### config.mk
export PLATFORM = sky130hd
export DESIGN_NAME = iem_interrupt_enable_mask
export DESIGN_NICKNAME = d
export VERILOG_FILES = /design/src/hw/iem_pkg.sv /design/src/hw/iem_enable_reg.sv /design/src/hw/iem_interrupt_enable_mask.sv
export SDC_FILE = /design/constraint.sdc
export NUM_CORES = 1
export LEC_CHECK = 0
export BUFFER_PORTS_ARGS = -buffer_cell sky130_fd_sc_hd__clkbuf_2
export CAP_MARGIN = 20
export CORE_AREA = 2 2 108 110
export CTS_CLUSTER_SIZE = 14
export DETAILED_ROUTE_END_ITERATION = 12
export DIE_AREA = 0 0 110 112
export HOLD_SLACK_MARGIN = 0.03
export PLACE_DENSITY = 0.74
export SLEW_MARGIN = 20
export SYNTH_ARGS = -nofsm -noshare
export SYNTH_HDL_FRONTEND = slang
export SYNTH_HIERARCHICAL = 1
export SYNTH_SLANG_ARGS = --single-unit
### constraint.sdc
create_clock -name pclk -period 2.2 [get_ports pclk]
set_clock_uncertainty 0.05 [all_clocks]
set_input_delay 0.66 -clock pclk [delete_from_list [all_inputs] [get_ports pclk]]
set_output_delay 0.66 -clock pclk [all_outputs]
set_load 0.02 [all_outputs]
### src/hw/iem_pkg.sv
package iem_pkg;

  localparam int unsigned BANKS = 6;
  localparam int unsigned WORD_W = 16;

  typedef logic [WORD_W-1:0] iem_word_t;

  // one word per enable register, bank 0 in the low word
  typedef struct packed {
    iem_word_t bank5;
    iem_word_t bank4;
    iem_word_t bank3;
    iem_word_t bank2;
    iem_word_t bank1;
    iem_word_t bank0;
  } iem_bank_s;

  // byte addresses on the register bus
  localparam logic [11:0] OFS_IRQ_ENABLE_0 = 12'h000;
  localparam logic [11:0] OFS_IRQ_ENABLE_1 = 12'h004;
  localparam logic [11:0] OFS_IRQ_ENABLE_2 = 12'h008;
  localparam logic [11:0] OFS_IRQ_ENABLE_3 = 12'h00C;
  localparam logic [11:0] OFS_IRQ_ENABLE_4 = 12'h010;
  localparam logic [11:0] OFS_IRQ_ENABLE_5 = 12'h014;
  localparam logic [11:0] OFS_IRQ_PENDING = 12'h018;

  // field positions, enable register 0
  localparam int unsigned EXT_PIN0_IRQ_EN = 0;
  localparam int unsigned CAPTURE1_IRQ_EN = 1;
  // enable register 1
  localparam int unsigned I2C1_SLAVE_IRQ_EN = 0;
  localparam int unsigned I2C1_MASTER_IRQ_EN = 1;
  localparam int unsigned COMPARATOR_IRQ_EN = 2;
  localparam int unsigned CHANGE_NOTIFY_IRQ_EN = 3;
  localparam int unsigned EXT_PIN1_IRQ_EN = 4;
  localparam int unsigned COMPARE3_IRQ_EN = 9;
  localparam int unsigned TIMER4_IRQ_EN = 11;
  localparam int unsigned TIMER5_IRQ_EN = 12;
  localparam int unsigned EXT_PIN2_IRQ_EN = 13;
  localparam int unsigned UART2_RX_IRQ_EN = 14;
  localparam int unsigned UART2_TX_IRQ_EN = 15;
  // enable register 2
  localparam int unsigned SPI2_FAULT_IRQ_EN = 0;
  localparam int unsigned SPI2_EVENT_IRQ_EN = 1;
  localparam int unsigned CAPTURE3_IRQ_EN = 5;
  // enable register 3
  localparam int unsigned I2C2_SLAVE_IRQ_EN = 1;
  localparam int unsigned I2C2_MASTER_IRQ_EN = 2;
  localparam int unsigned CALENDAR_IRQ_EN = 14;
  // enable register 4
  localparam int unsigned UART1_ERROR_IRQ_EN = 1;
  localparam int unsigned UART2_ERROR_IRQ_EN = 2;
  localparam int unsigned CRC_GEN_IRQ_EN = 3;
  localparam int unsigned VOLTAGE_DETECT_IRQ_EN = 8;
  localparam int unsigned CHARGE_TIME_IRQ_EN = 13;
  // enable register 5
  localparam int unsigned LOW_POWER_WAKE_IRQ_EN = 0;

  // implemented-bit masks, derived from the field positions
  localparam iem_word_t MASK_0 = iem_word_t'((1 << EXT_PIN0_IRQ_EN) | (1 << CAPTURE1_IRQ_EN));
  localparam iem_word_t MASK_1 = iem_word_t'((1 << I2C1_SLAVE_IRQ_EN)
    | (1 << I2C1_MASTER_IRQ_EN) | (1 << COMPARATOR_IRQ_EN) | (1 << CHANGE_NOTIFY_IRQ_EN)
    | (1 << EXT_PIN1_IRQ_EN) | (1 << COMPARE3_IRQ_EN) | (1 << TIMER4_IRQ_EN)
    | (1 << TIMER5_IRQ_EN) | (1 << EXT_PIN2_IRQ_EN) | (1 << UART2_RX_IRQ_EN)
    | (1 << UART2_TX_IRQ_EN));
  localparam iem_word_t MASK_2 = iem_word_t'((1 << SPI2_FAULT_IRQ_EN)
    | (1 << SPI2_EVENT_IRQ_EN) | (1 << CAPTURE3_IRQ_EN));
  localparam iem_word_t MASK_3 = iem_word_t'((1 << I2C2_SLAVE_IRQ_EN)
    | (1 << I2C2_MASTER_IRQ_EN) | (1 << CALENDAR_IRQ_EN));
  localparam iem_word_t MASK_4 = iem_word_t'((1 << UART1_ERROR_IRQ_EN)
    | (1 << UART2_ERROR_IRQ_EN) | (1 << CRC_GEN_IRQ_EN) | (1 << VOLTAGE_DETECT_IRQ_EN)
    | (1 << CHARGE_TIME_IRQ_EN));
  localparam iem_word_t MASK_5 = iem_word_t'(1 << LOW_POWER_WAKE_IRQ_EN);

  localparam iem_word_t ENABLE_RESET = 16'h0000;
  localparam logic [31:0] RDATA_RESET = 32'h0000_0000;

endpackage : iem_pkg

### src/hw/iem_enable_reg.sv
`timescale 1ns/1ps
`default_nettype none

module iem_enable_reg #(
  parameter iem_pkg::iem_word_t MASK = 16'hFFFF
) (
  input wire logic pclk,
  input wire logic presetn,
  input wire logic wr_en,
  input wire logic [1:0] byte_en,
  input wire iem_pkg::iem_word_t wdata,
  input wire iem_pkg::iem_word_t flags,
  output iem_pkg::iem_word_t value,
  output iem_pkg::iem_word_t req
);

  iem_pkg::iem_word_t enable_reg;
  iem_pkg::iem_word_t enable_next;
  iem_pkg::iem_word_t lane_mask;

  // only implemented bits inside written byte lanes can change
  assign lane_mask = {{8{byte_en[1]}}, {8{byte_en[0]}}} & MASK;
  assign enable_next = (enable_reg & ~lane_mask) | (wdata & lane_mask);

  always_ff @(posedge pclk or negedge presetn) begin
    if (!presetn) begin
      enable_reg <= iem_pkg::ENABLE_RESET;
    end else if (wr_en) begin
      enable_reg <= enable_next;
    end
  end

  // the flag passes only where its enable is one; flags themselves are never touched
  assign req = flags & enable_reg & MASK;
  assign value = enable_reg & MASK;

endmodule : iem_enable_reg

`default_nettype wire

### src/hw/iem_interrupt_enable_mask.sv
`timescale 1ns/1ps
`default_nettype none

module iem_interrupt_enable_mask #(
  parameter int unsigned ADDR_W = 12
) (
  input wire logic pclk,
  input wire logic presetn,
  input wire logic psel,
  input wire logic penable,
  input wire logic pwrite,
  input wire logic [ADDR_W-1:0] paddr,
  input wire logic [31:0] pwdata,
  input wire logic [3:0] pstrb,
  output logic [31:0] prdata,
  output logic pready,
  output logic pslverr,
  input wire iem_pkg::iem_bank_s irq_flags,
  output iem_pkg::iem_bank_s irq_req
);

  localparam iem_pkg::iem_word_t MASKS [iem_pkg::BANKS] = '{
    iem_pkg::MASK_0, iem_pkg::MASK_1, iem_pkg::MASK_2,
    iem_pkg::MASK_3, iem_pkg::MASK_4, iem_pkg::MASK_5
  };

  logic [11:0] addr;
  logic [iem_pkg::BANKS-1:0] sel;
  logic sel_pending;
  logic mapped;
  logic wr_access;
  logic [31:0] rdata_reg;
  logic [31:0] rdata_next;
  logic [iem_pkg::BANKS*iem_pkg::WORD_W-1:0] flags_flat;
  logic [iem_pkg::BANKS*iem_pkg::WORD_W-1:0] req_flat;
  iem_pkg::iem_word_t values [iem_pkg::BANKS];
  logic [iem_pkg::BANKS-1:0] bank_pending;

  assign addr = 12'(paddr);
  assign flags_flat = irq_flags;
  assign irq_req = req_flat;

  // address decode: one aligned word per register
  always_comb begin
    sel = '0;
    sel_pending = 1'b0;
    if (addr == iem_pkg::OFS_IRQ_ENABLE_0) begin
      sel[0] = 1'b1;
    end else if (addr == iem_pkg::OFS_IRQ_ENABLE_1) begin
      sel[1] = 1'b1;
    end else if (addr == iem_pkg::OFS_IRQ_ENABLE_2) begin
      sel[2] = 1'b1;
    end else if (addr == iem_pkg::OFS_IRQ_ENABLE_3) begin
      sel[3] = 1'b1;
    end else if (addr == iem_pkg::OFS_IRQ_ENABLE_4) begin
      sel[4] = 1'b1;
    end else if (addr == iem_pkg::OFS_IRQ_ENABLE_5) begin
      sel[5] = 1'b1;
    end else if (addr == iem_pkg::OFS_IRQ_PENDING) begin
      sel_pending = 1'b1;
    end
  end

  assign mapped = (|sel) | sel_pending;
  assign wr_access = psel & penable & pwrite;

  // each bank masks its own implemented positions, so the layouts live in the masks
  genvar g;
  generate
    for (g = 0; g < iem_pkg::BANKS; g++) begin : g_bank
      iem_enable_reg #(
        .MASK(MASKS[g])
      ) u_bank (
        .pclk(pclk),
        .presetn(presetn),
        .wr_en(wr_access & sel[g]),
        .byte_en(pstrb[1:0]),
        .wdata(pwdata[15:0]),
        .flags(flags_flat[g*iem_pkg::WORD_W +: iem_pkg::WORD_W]),
        .value(values[g]),
        .req(req_flat[g*iem_pkg::WORD_W +: iem_pkg::WORD_W])
      );
      assign bank_pending[g] = |req_flat[g*iem_pkg::WORD_W +: iem_pkg::WORD_W];
    end
  endgenerate

  // read data is captured in the setup cycle so that it comes from a flop
  // and the access phase can still finish with no wait state
  always_comb begin
    rdata_next = iem_pkg::RDATA_RESET;
    for (int i = 0; i < iem_pkg::BANKS; i++) begin
      if (sel[i]) begin
        rdata_next = {16'h0000, values[i]};
      end
    end
    if (sel_pending) begin
      rdata_next = {26'h000_0000, bank_pending};
    end
  end

  always_ff @(posedge pclk or negedge presetn) begin
    if (!presetn) begin
      rdata_reg <= iem_pkg::RDATA_RESET;
    end else if (psel && !penable && !pwrite) begin
      rdata_reg <= rdata_next;
    end
  end

  assign prdata = rdata_reg;
  assign pready = 1'b1;
  // unmapped addresses answer with an error and change nothing
  assign pslverr = psel & penable & ~mapped;

endmodule : iem_interrupt_enable_mask

`default_nettype wire

# After elaboration in Yosys (flattened, before gate mapping)

Index checks and enable logic that the tools add are counted.

Output and inout port bits: 130
Register bits after elaboration: 128
Bits of input ports: 149
Word-level logic and storage cells: 90

Muxes and demuxes: 25
Bitwise logic cells: 41
Reduce and logical (&&, ||, !) cells: 11
Eq/ne operators: 6

Operator list:

| cell                                           | number |
|---|---|
| 2-to-1 mux 32 bit                              | 6 |
| bitwise AND 16 bit                             | 8 |
| bitwise OR 16 bit                              | 6 |
| == test 12 x 5 -> 1 bit, second input constant | 3 |
| == test 12 x 4 -> 1 bit, second input constant | 2 |
| bitwise AND 16 x 1 -> 16 bit                   | 1 |
| bitwise AND 16 x 14 -> 16 bit                  | 1 |
| bitwise AND 16 x 15 -> 16 bit                  | 1 |
| bitwise AND 16 x 2 -> 16 bit                   | 1 |
| bitwise AND 16 x 6 -> 16 bit                   | 1 |
| inverter 1 -> 16 bit                           | 1 |
| inverter 14 -> 16 bit                          | 1 |
| inverter 15 -> 16 bit                          | 1 |
| inverter 16 bit                                | 1 |
| inverter 2 -> 16 bit                           | 1 |
| inverter 6 -> 16 bit                           | 1 |
| bitwise AND 15 bit                             | 1 |
| bitwise AND 14 bit                             | 1 |
| 2-to-1 mux 1 bit                               | 14 |
| == test 12 x 3 -> 1 bit, second input constant | 1 |
| zero test 12 bit                               | 1 |
| OR reduction 11 bit                            | 1 |
| bitwise AND 1 bit                              | 10 |
| bitwise AND 6 bit                              | 1 |
| 13 further kinds                               | 17 |

# Logic depth before layout (Yosys ltp)

Gate-level depths: netlist of run 1.

Depth in word-level cells: 13
Gate-level depth with buffers: 7
Depth with buffers taken out: 6

# By module

Netlist of run 1, hierarchy kept.

By module, submodules not included:

| module                            | instances | area an instance (µm²) | seq. area each (µm²) | cells each |
|---|---|---|---|---|
| iem_interrupt_enable_mask         | 1         | 2045.7                 | 400.4                | 262 |
| iem_enable_reg (g_bank[1].u_bank) | 1         | 554.3                  | 275.3                | 46 |
| iem_enable_reg (g_bank[4].u_bank) | 1         | 389.1                  | 125.1                | 40 |
| iem_enable_reg (g_bank[3].u_bank) | 1         | 347.8                  | 75.1                 | 38 |
| iem_enable_reg (g_bank[2].u_bank) | 1         | 344.1                  | 75.1                 | 37 |
| iem_enable_reg (g_bank[0].u_bank) | 1         | 312.8                  | 50.0                 | 36 |
| iem_enable_reg (g_bank[5].u_bank) | 1         | 279.0                  | 25.0                 | 35 |

# Worst setup path before layout of run 1

OpenSTA, ideal clock, no wires.

Kind: input to output
Start: input port paddr[2]
End: output port pslverr
Stages: 5
Path slack: -224 ps
Arrival: 1714 ps
Data required time: 1490 ps
Buffers on the path: 3
Cells stage by stage: buf_6 -> buf_2 -> clkbuf_1 -> nand3_1 -> a21oi_1

Word-level cells in the longest chain between the ends: 11
Elaborated cells on any way between the ends: 29
Those cells by class: eq/ne (6); mux (18); bitwise (3); reduce/logical (2)

Ends and longest elaborated chain:

| item                                                   | RTL line                                                         | text |
|---|---|---|
| from (decl)                                            | iem_interrupt_enable_mask.sv:12                                  | `input wire logic [ADDR_W-1:0] paddr,` |
| == test 12 x 5 -> 1 bit (on tied branches)             | iem_interrupt_enable_mask.sv:57, iem_interrupt_enable_mask.sv:59 |  |
| 2-to-1 mux 1 bit (on tied branches)                    | iem_interrupt_enable_mask.sv:57, iem_interrupt_enable_mask.sv:59 |  |
| 2-to-1 mux 1 bit (on tied branches)                    | iem_interrupt_enable_mask.sv:55, iem_interrupt_enable_mask.sv:57 |  |
| 2-to-1 mux 2 bit or 2-to-1 mux 1 bit (tied branches)   | iem_interrupt_enable_mask.sv:53, iem_interrupt_enable_mask.sv:55 |  |
| 2-to-1 mux 3 bit or 2-to-1 mux 1 bit (tied branches)   | iem_interrupt_enable_mask.sv:51, iem_interrupt_enable_mask.sv:53 |  |
| 2-to-1 mux 4 bit or 2-to-1 mux 1 bit (tied branches)   | iem_interrupt_enable_mask.sv:49, iem_interrupt_enable_mask.sv:51 |  |
| 2-to-1 mux 5 bit or 2-to-1 mux 1 bit (tied branches)   | iem_interrupt_enable_mask.sv:47, iem_interrupt_enable_mask.sv:49 |  |
| OR reduction 6 bit or 2-to-1 mux 1 bit (tied branches) | iem_interrupt_enable_mask.sv:64, iem_interrupt_enable_mask.sv:47 |  |
| bitwise OR 1 bit *                                     | iem_interrupt_enable_mask.sv:64                                  | `assign mapped = (\|sel) \| sel_pending;` |
| inverter 1 bit *                                       | iem_interrupt_enable_mask.sv:112                                 | `assign pslverr = psel & penable & ~mapped;` |
| bitwise AND 1 bit *                                    | iem_interrupt_enable_mask.sv:112                                 |  |
| to (decl)                                              | iem_interrupt_enable_mask.sv:17                                  | `output logic pslverr,` |

Every way passes the cells marked *; elsewhere a longest branch is shown, timed or not.

# Worst setup path in the final report of run 1

Start: input port paddr[9]
End: output port pslverr

Same word-level chain as after synthesis.

==> impl_results.md, run 1 <==
* Status: finished with violations
* Post-synth top area share at 27.94%
* Min-Delay Path Class: primary input to async pin
* Share of layout cells above drive strength 1 at 30.95%
* Clock sink count at 41
* Drt pass-1 iters at 4
* Yosys top cell by area: buf_4
* Tcrit/Tclk final at 105.9%
* Initial antenna violation count at 0
* Mux contribution to synthesized area at 13.97%
* Post-synthesis adder-cell area fraction at 0%
* Largest net degree at the start of global routing at 35
* Setup WS post-layout at -0.1305 ns
* Synthesis Warnings at 6
* CTS clk-pin slew, worst paths at 0.06 ns
* Wire per inst at 13.45 um
* Area contributors post-synth: buf_4, dfrtp_1, mux2_2
* Die area at 12320 um2
* Vias at 3253
* Skew-Pair Late Insertion Delay at 0.28 ns
* Core Util, Final at 41.63%
* Top cells by count, synth: buf_4, dfrtp_1, nand2_1
* Initial core utilization at 38.24%
* CTS tree: built
* CP required at 1.49 ns
* Top Ports at 279
* GR peak layer: met2
* Multi-input combinational cell area at 2547 um2
* Post-synth top flop: dfrtp_1
* Grt ovf at 0
* Synthesized area per cell at 8.649 um2
* DRT iter0 DRCs at 129
* Die W at 110 um
* Critical path depth at 6
* CTS Root Cell: clkbuf_16
* First-pass GRT wire length at 15420 um
* Drt via density at 4.372
* Setup crit end: pslverr
* Met2 usage at 27.03%
* Failing checks: setup timing
* DRC at 0
* Post-DP HPWL at 8345 um
* Vias in the first global route at 3003
* Synth Instances at 494
* Max Root-Sink Buffers at 2
* CP Class: primary input to output port
* Slew Viols, Final at 0
* Critical-path maximum fanout at 2
* CP bufs+invs at 3
* Met3 Track Usage GR at 2.108%
* VDD IR max at 0.2288 mV
* Largest family of logic cells by synthesized area: buffers and inverters
* Synth Area in Compound Gates at 9.575%
* PD cells at 410.6 nW/um2
* Worst R2R End: prdata[4]$_DFFE_PN0P_
* Endpoints failing setup at 1
* Cell area after synthesis at 4273 um2
* CP arrival at 1.62 ns
* Highest clock rate at 0.4291 GHz
* Chip Height at 112 um
* Cell with the most instances after synthesis: buf_4
* Slowest CP cell: nor4_4
* R2r setup slk at 0.57 ns
* Hold Fails Final Rpt at 0
* Number of buffers inserted by hold repair at cts at 0
* Layout Nets at 749
* Final Power at 0.001910 W
* Pleak at 2.406 nW
* R2R depth at 5
* Fill count at 1131
* Row count at 39
* Yosys cell types at 48
* Syn-to-layout area delta at 8.873%
* Tmin final at 2.330 ns
* Simple-gate portion of the synthesized area at 20.76%
* Gpl congestion at 0.8401
* Total GRT Usage at 16.00%
* Critical Path Start: paddr[9]
* Post-DRT Antenna Nets at 0
* H-tree Lvls at 2
* Top Family by Delay on Critical Path: simple AND/OR/NAND/NOR gates
* RSZ-0062 raised after global routing: yes
* Core area at 11170 um2
* Crit end category: output port
* Register area share after synthesis at 24.01%
* Crit-path max cell delay at 0.31 ns
* Number of flops mapped to enable cells by yosys at 0
* Ant diodes at 0
* Total wire length at 10010 um
* Async S/R FF share, synth at 100.0%
* IO Port Bufs at 98
* Register area at 1026 um2
* Number of synthesized register bits at 41
* TritonCTS Buffers at 5
* Crit start category: primary input
* Max_cap viols at 0
* Met1 Track Usage GR at 21.85%
* Worst path cell trace: buf_6, nor4_4, buf_4, and3_4, a21oi_2, clkbuf_8
* Xor/xnor share of the synthesized area at 0%
worst min path at each step:
stage | to | slack [ns] | cells past startpoint
2_1_floorplan | async pin | 0.31 | 0
3_3_place_gp | prdata[10]$_DFFE_PN0P_ | 0.41 | 2
3_5_place_dp | prdata[12]$_DFFE_PN0P_ | 0.42 | 2
4_1_cts | prdata[2]$_DFFE_PN0P_ | 0.28 | 1
5_1_grt | async pin | 0.29 | 1
6_report | async pin | 0.27 | 1
metrics by stage:
step,setup slack [ns],cell area [um2],setup TNS [ns],cells,hold WS [ns]
finish,-0.1305,4652,-0.1305,744,0.2683
global route,-0.1917,4652,-0.1917,744,0.2868
CTS,-0.1530,4594,-0.2278,743,0.2792
detailed placement,-0.2907,4420,-6.319,733,0.4185
global placement,-0.2787,4420,-6.182,733,0.4128
floorplan,-0.05054,4851,-0.2960,645,0.3144
worst register-to-register path, delay by kind of cell (launching register included):
kind	cells	cell delay [ns]
simple gates	3	0.73
flops	1	0.40
compound gates	2	0.33
what timing repair did:
action | in CTS | in global routing
setup endpoints to repair | 4 | 24
pin swaps | 2 | 3
buffers inserted | 2 | 1
gates resized for setup | 6 | 14
power by group:
| group | switching (W) | internal [W] | total, W |
|---|---|---|---|
| combinational | 0.000310 | 0.000139 | 0.000449 |
| clock | 0.000283 | 0.000422 | 0.000705 |
| sequential | 0.000000500 | 0.000755 | 0.000755 |
final cells by class:
cell class              count  area share (%)
multi-input cells         424           54.76
flip-flops and latches     41           22.05
repair buffers            124           16.08
well taps                 143           3.846
clock buffers               8           2.932
inverters                   4          0.3228
cells by family (layout without fill, tap and decap cells):
kind of cell | after synthesis | count (layout)
buffers and inverters | 180 | 136
AND/OR/NAND/NOR | 157 | 157
AO/OA/AOI/OAI | 64 | 64
multiplexers | 44 | 44
flip-flops | 41 | 41
other | 8 | 159
layer usage:
layer	part of all wire (%)	wire length, um
met3	4.5	450
met1	44	4421
met2	51	5073
met4	0.64	64
met5	0	0
cell usage in the layout, fill, tap and decap left out, drive strengths merged, types with 2 or more instances in the layout:
master	synthesis	layout
nor2	29	29
nor4	28	28
dfrtp	41	41
nand4	7	7
nor3	5	5
o31ai	13	13
nor4b	3	3
and3b	2	2
o31a	3	3
o2111ai	2	2
o21ai	24	24
nand3	5	5
nand2b	6	6
or3b	2	2
nand2	33	33
a21oi	5	5
and4	3	3
nor3b	2	2
mux2i	9	9
buf	171	28
conb	8	159
o22ai	9	9
clkbuf	5	104
o211ai	2	2
inv	4	4
and2	25	25
mux2	28	28
a221oi	2	2
mux4	7	7
or4	2	2
Power figures use the tool's default switching activity.
==> run 2: changes to the inputs <==
--- a/config.mk
+++ b/config.mk
@@ -11,8 +11,10 @@
 export CTS_CLUSTER_SIZE = 14
 export DETAILED_ROUTE_END_ITERATION = 12
 export DIE_AREA = 0 0 110 112
+export GPL_ROUTABILITY_DRIVEN = 1
 export HOLD_SLACK_MARGIN = 0.03
 export PLACE_DENSITY = 0.74
+export RECOVER_POWER = 50
 export SLEW_MARGIN = 20
 export SYNTH_ARGS = -nofsm -noshare
 export SYNTH_HDL_FRONTEND = slang
==> run 2 against run 1 <==
Compared with the run above: the run still ends with setup timing left; utilization is 0.29 points lower; global-route usage is the same; die area did not move; via count decreased by 0.22%; non-clock buffer count did not move; critical endpoint unchanged.
==> impl_results.md, run 2 (same netlist as run 1, synthesis figures left out) <==
* Chip Height at 112 um (unchanged)
* Skew-Pair Late Insertion Delay at 0.28 ns (about the same)
* Total wire length at 9997 um (-0.13%)
* R2R depth at 5 (unchanged)
* Hold Fails Final Rpt at 0 (unchanged)
* Drt pass-1 iters at 4 (unchanged)
* Gpl congestion at 0.8401 (unchanged)
* Status: finished with violations
* Fill count at 1145 (+1.2%)
* Min Hold Slack at 0.4253 ns (+0.1570 ns)
* Endpoints failing setup at 1 (unchanged)
* Clock sink count at 41 (unchanged)
* Top Ports at 279 (unchanged)
* Core area at 11170 um2 (unchanged)
* Vias in the first global route at 3003 (unchanged)
* Initial core utilization at 38.24% (unchanged)
* Total GRT Usage at 16.00% (unchanged)
* Register area at 1026 um2 (unchanged)
* Max-Slew Margin vs Limit at 35.82%
* CP arrival at 1.62 ns (about the same)
* R2r setup slk at 0.57 ns (about the same)
* Min-Delay Path Class: flip-flop to flip-flop
* Cells after DPL at 733 (unchanged)
* Failing checks: setup timing
* Largest net degree at the start of global routing at 35 (unchanged)
* TritonCTS Buffers at 5 (unchanged)
* Slowest CP cell: nor4_4
* Max_cap viols at 0 (unchanged)
* Ant diodes at 0 (unchanged)
* Worst path cell trace: buf_6, nor4_4, buf_4, and3_4, a21oi_2, clkbuf_8
* First-pass GRT wire length at 15420 um (unchanged)
* DRC at 0 (unchanged)
* Die area at 12320 um2 (unchanged)
* Tcrit/Tclk final at 105.8% (-0.13 points)
* CP bufs+invs at 3 (unchanged)
* CTS clk-pin slew, worst paths at 0.06 ns (about the same)
* Slew Viols, Final at 0 (unchanged)
* Drt via density at 4.363 (-0.22%)
* Share of layout cells above drive strength 1 at 27.29% (-3.7 points)
* Hold path depth at 2
* Layout Nets at 749 (unchanged)
* Pleak at 2.330 nW (-3.2%)
* Leading cell type in the layout, fill and taps excluded: conb_1
* Max Root-Sink Buffers at 2 (unchanged)
* Highest clock rate at 0.4296 GHz (+0.12%)
* Setup WS post-layout at -0.1277 ns (+0.002754 ns)
* Multi-input combinational cell area at 2547 um2 (unchanged)
* PD cells at 413.2 nW/um2 (+0.63%)
* Die W at 110 um (unchanged)
* Setup TNS at -0.1277 ns (+0.002754 ns)
* Vias at 3246 (-0.22%)
* CP Class: primary input to output port
* CP required at 1.49 ns (about the same)
* Final Power at 0.001909 W (about the same)
* Post-DRT Antenna Nets at 0 (unchanged)
* VDD IR max at 0.2288 mV (about the same)
* CTS Root Cell: clkbuf_16
* Post-DP HPWL at 8345 um (unchanged)
* Crit start category: primary input
* Number of buffers inserted by hold repair at cts at 0 (unchanged)
* Syn-to-layout area delta at 8.111%
* Top Family by Delay on Critical Path: simple AND/OR/NAND/NOR gates
* Grt ovf at 0 (unchanged)
* IO Port Bufs at 98 (unchanged)
* Critical path depth at 6 (unchanged)
* Crit-path max cell delay at 0.31 ns (about the same)
* RSZ-0062 raised after global routing: yes
* H-tree Lvls at 2 (unchanged)
* Initial antenna violation count at 0 (unchanged)
* Dpl ws at -0.2907 ns (unchanged)
* Wire per inst at 13.44 um (-0.13%)
* Row count at 39 (unchanged)
* Crit end category: output port
* Non-Filler Instances at 744 (unchanged)
* DRT iter0 DRCs at 135 (+4.7%)
* Most frequent cells in the layout: conb_1, clkbuf_2, dfrtp_1
* Tmin final at 2.328 ns (-0.002754 ns)
* CTS tree: built
* Slew @ Worst Pin at 0.9627 ns
* Critical-path maximum fanout at 2 (unchanged)
-- run 2: cell types whose count changed in the layout (fill, tap and decap cells not counted) --
cell and change:
clkbuf_2 -20, clkbuf_1 +22, buf_4 -2
-- run 2: worst register-to-register path, cell delays in order (launching register included) --
cell	delay [ns]
dfrtp_1	0.40
and2_1	0.18
nor4_1	0.34
nand4_1	0.20
o2111ai_1	0.23
o21ai_0	0.10
-- run 2: what timing repair did --
action                                  4_1_cts  5_1_grt
pin swaps                                     2        3
endpoints found under the hold margin         0        0
resized for setup                             6       14
buffers inserted                              2        1
endpoints found under the setup margin        4       24
-- run 2: path summary, 6_finish.rpt --
| kind | start | to |
|---|---|---|
| min in group asynchronous | presetn | async pin |
| worst max-delay path | paddr[9] | pslverr |
| worst min register to register | prdata[10]$_DFFE_PN0P_ | prdata[10]$_DFFE_PN0P_ |
| worst max register to register | flip-flop | prdata[4]$_DFFE_PN0P_ |
| max in group asynchronous | presetn | async pin |
| worst min-delay path | prdata[10]$_DFFE_PN0P_ | prdata[10]$_DFFE_PN0P_ |
-- run 2: layout make-up --
type	count	area share (%)
sequential	41	22.21
tap	143	3.873
timing repair buffer	124	15.49
clock buffer	8	2.952
multi-input combinational	424	55.15
inverter	4	0.3250
-- run 2: stage by stage --
step	instance area (um2)	util [%]
floorplan	4851	-
global placement	4420	39.56
detailed placement	4420	39.56
CTS	4594	41.12
global route	4619	41.34
finish	4619	41.34
-- run 2: layer usage --
metal	track usage [%]	vias to the layer above	routed length, um	share of wire [%]
li1	-	1634	-	-
met1	21.85	1499	4396	44
met2	27.03	107	5057	51
met3	2.108	6	479	4.8
met4	2.954	0	64	0.64
met5	0	-	0	0
-- run 2: where the power goes --
| group | internal, W | switching (W) | leakage (nW) |
|---|---|---|---|
| logic | 0.000137 | 0.000309 | 1.69 |
| clock network | 0.000422 | 0.000284 | 0.0652 |
| registers | 0.000755 | 0.000000494 | 0.573 |
| total | 0.00131 | 0.000594 | 2.33 |
==> run 3: changes to the inputs <==
--- a/config.mk
+++ b/config.mk
@@ -14,7 +14,7 @@
 export GPL_ROUTABILITY_DRIVEN = 1
 export HOLD_SLACK_MARGIN = 0.03
 export PLACE_DENSITY = 0.74
-export RECOVER_POWER = 50
+export RECOVER_POWER = 100
 export SLEW_MARGIN = 20
 export SYNTH_ARGS = -nofsm -noshare
 export SYNTH_HDL_FRONTEND = slang
==> run 3 against run 2 <==
Compared with the run above: clock power hardly changed; global-route usage unchanged; register-to-register slack barely moved; via count fell by 0.18%; routed wire length is essentially flat; maximum frequency barely moved; the flow still finishes with violations (setup timing); flip-flop and latch count stayed put; worst hold slack barely moved; highest routed layer unchanged; worst setup slack barely moved; utilization is 0.25 points lower; largest cell class unchanged; sequential share of layout area rose by 0.13 points.
==> impl_results.md, run 3 (same netlist as run 1, synthesis figures left out) <==
* Syn-to-layout area delta at 7.467%
* Total GRT Usage at 16.00% (unchanged)
* Max_cap viols at 0 (unchanged)
* Grt ovf at 0 (unchanged)
* Design area at 4592 um2 (-0.60%)
* PD cells at 415.5 nW/um2 (+0.57%)
* CTS clk-pin slew, worst paths at 0.06 ns (about the same)
* Tmin final at 2.328 ns (+0.0001100 ns)
* Status: finished with violations
* Failing checks: setup timing
* Min-Delay Path Class: flip-flop to flip-flop
* Drt via density at 4.355 (-0.18%)
* Hold Fails Final Rpt at 0 (unchanged)
* Post-DP HPWL at 8345 um (unchanged)
* Initial antenna violation count at 0 (unchanged)
* Slew @ Worst Pin at 0.9584 ns (-0.004330 ns)
* Post-DP Area at 4420 um2 (unchanged)
* Ant diodes at 0 (unchanged)
* Top Ports at 279 (unchanged)
* Skew-Pair Late Insertion Delay at 0.28 ns (about the same)
* Critical-path maximum fanout at 2 (unchanged)
* CP arrival at 1.62 ns (about the same)
* DRC at 0 (unchanged)
* Drt pass-1 iters at 4 (unchanged)
* Wire per inst at 13.44 um (about the same)
* Max-Slew Margin vs Limit at 36.11% (+0.29 points)
* Crit start category: primary input
* First-pass GRT wire length at 15420 um (unchanged)
* Cells after DPL at 733 (unchanged)
* CTS Root Cell: clkbuf_16
* Tcrit/Tclk final at 105.8% (about the same)
* TritonCTS Buffers at 5 (unchanged)
* Vias at 3240 (-0.18%)
* Vias in the first global route at 3003 (unchanged)
* Gpl congestion at 0.8401 (unchanged)
* Total wire length at 9998 um (about the same)
* Endpoints failing setup at 1 (unchanged)
* Slew Viols, Final at 0 (unchanged)
* VDD IR max at 0.2289 mV (about the same)
* Max Root-Sink Buffers at 2 (unchanged)
* Most frequent cells in the layout: conb_1, clkbuf_2, clkbuf_1
* Die W at 110 um (unchanged)
* Highest clock rate at 0.4296 GHz (about the same)
* Leading cell type in the layout, fill and taps excluded: conb_1
* Core Util, Final at 41.09% (-0.25 points)
* IO Port Bufs at 98 (unchanged)
* CTS tree: built
* Min Hold Slack at 0.4253 ns (-0.00002200 ns)
* Share of layout cells above drive strength 1 at 23.63% (-3.7 points)
* Layout Nets at 749 (unchanged)
* Number of buffers inserted by hold repair at cts at 0 (unchanged)
* Crit end category: output port
* CP Class: primary input to output port
* Row count at 39 (unchanged)
* Pleak at 2.254 nW (-3.3%)
* DRT iter0 DRCs at 134 (-0.74%)
* Core area at 11170 um2 (unchanged)
* Die area at 12320 um2 (unchanged)
* CP required at 1.49 ns (about the same)
* Chip Height at 112 um (unchanged)
* H-tree Lvls at 2 (unchanged)
* RSZ-0062 raised after global routing: yes
* Clock sink count at 41 (unchanged)
* Non-Filler Instances at 744 (unchanged)
* Largest net degree at the start of global routing at 35 (unchanged)
* Post-DRT Antenna Nets at 0 (unchanged)
* Setup TNS at -0.1278 ns (-0.0001100 ns)
* Setup WS post-layout at -0.1278 ns (-0.0001100 ns)
* Initial core utilization at 38.24% (unchanged)
==> run 3: cell counts in the layout (fill, tap and decap cells not counted) <==
Identical to the previous run, type by type.
==> run 3: layer usage <==
| metal | global-route usage [%] | routed length [um] | part of all wire (%) | vias up |
|---|---|---|---|---|
| met3 | 2.108 | 488 | 4.9 | 6 |
| met1 | 21.85 | 4402 | 44 | 1485 |
| met2 | 27.03 | 5042 | 50 | 112 |
| li1 | - | - | - | 1637 |
| met4 | 2.954 | 64 | 0.64 | 0 |
| met5 | 0 | 0 | 0 | - |
==> run 3: worst paths after layout <==
check                                       startpoint                      to  slack, ns  depth (start not counted)
worst max-delay path                          paddr[9]                 pslverr      -0.13                          6
worst min-delay path            prdata[10]$_DFFE_PN0P_  prdata[10]$_DFFE_PN0P_       0.43                          2
worst max register to register               flip-flop   prdata[4]$_DFFE_PN0P_       0.58                          5
worst min register to register  prdata[10]$_DFFE_PN0P_  prdata[10]$_DFFE_PN0P_       0.43                          2
max in group asynchronous                      presetn               async pin       0.47                          2
min in group asynchronous                      presetn               async pin       0.46                          1
==> run 3: area by class of cell <==
type,count,area [um2]
Fill cell,1149,6583
Multi-Input combinational cell,424,2547
Sequential cell,41,1026
Timing Repair Buffer,124,688.2
Tap cell,143,178.9
Clock buffer,8,136.4
Inverter,4,15.01
==> run 3: worst max-delay path: stages <==
cell      delay (ns)
buf_6           0.10
nor4_4          0.31
buf_4           0.17
and3_4          0.18
a21oi_2         0.05
clkbuf_8        0.15
==> run 3: power by group <==
group | switching [W] | internal (W)
registers | 0.000000500 | 0.000755
clock network | 0.000284 | 0.000422
logic | 0.000309 | 0.000137
total | 0.000593 | 0.00131
==> run 3: timing repair <==
action / in CTS / in global routing
endpoints found under the setup margin: 4 / 24
resized for setup: 6 / 14
buffers inserted: 2 / 1
pin swaps: 2 / 3
==> run 3: metrics by stage <==
stage / total power, W / setup WS (ns)
after floorplan: 0.001282 / -0.05054
after global placement: 0.001196 / -0.2787
after detailed placement: 0.001199 / -0.2907
after CTS: 0.001909 / -0.1530
after global routing: 0.002001 / -0.1917
final: 0.001908 / -0.1278
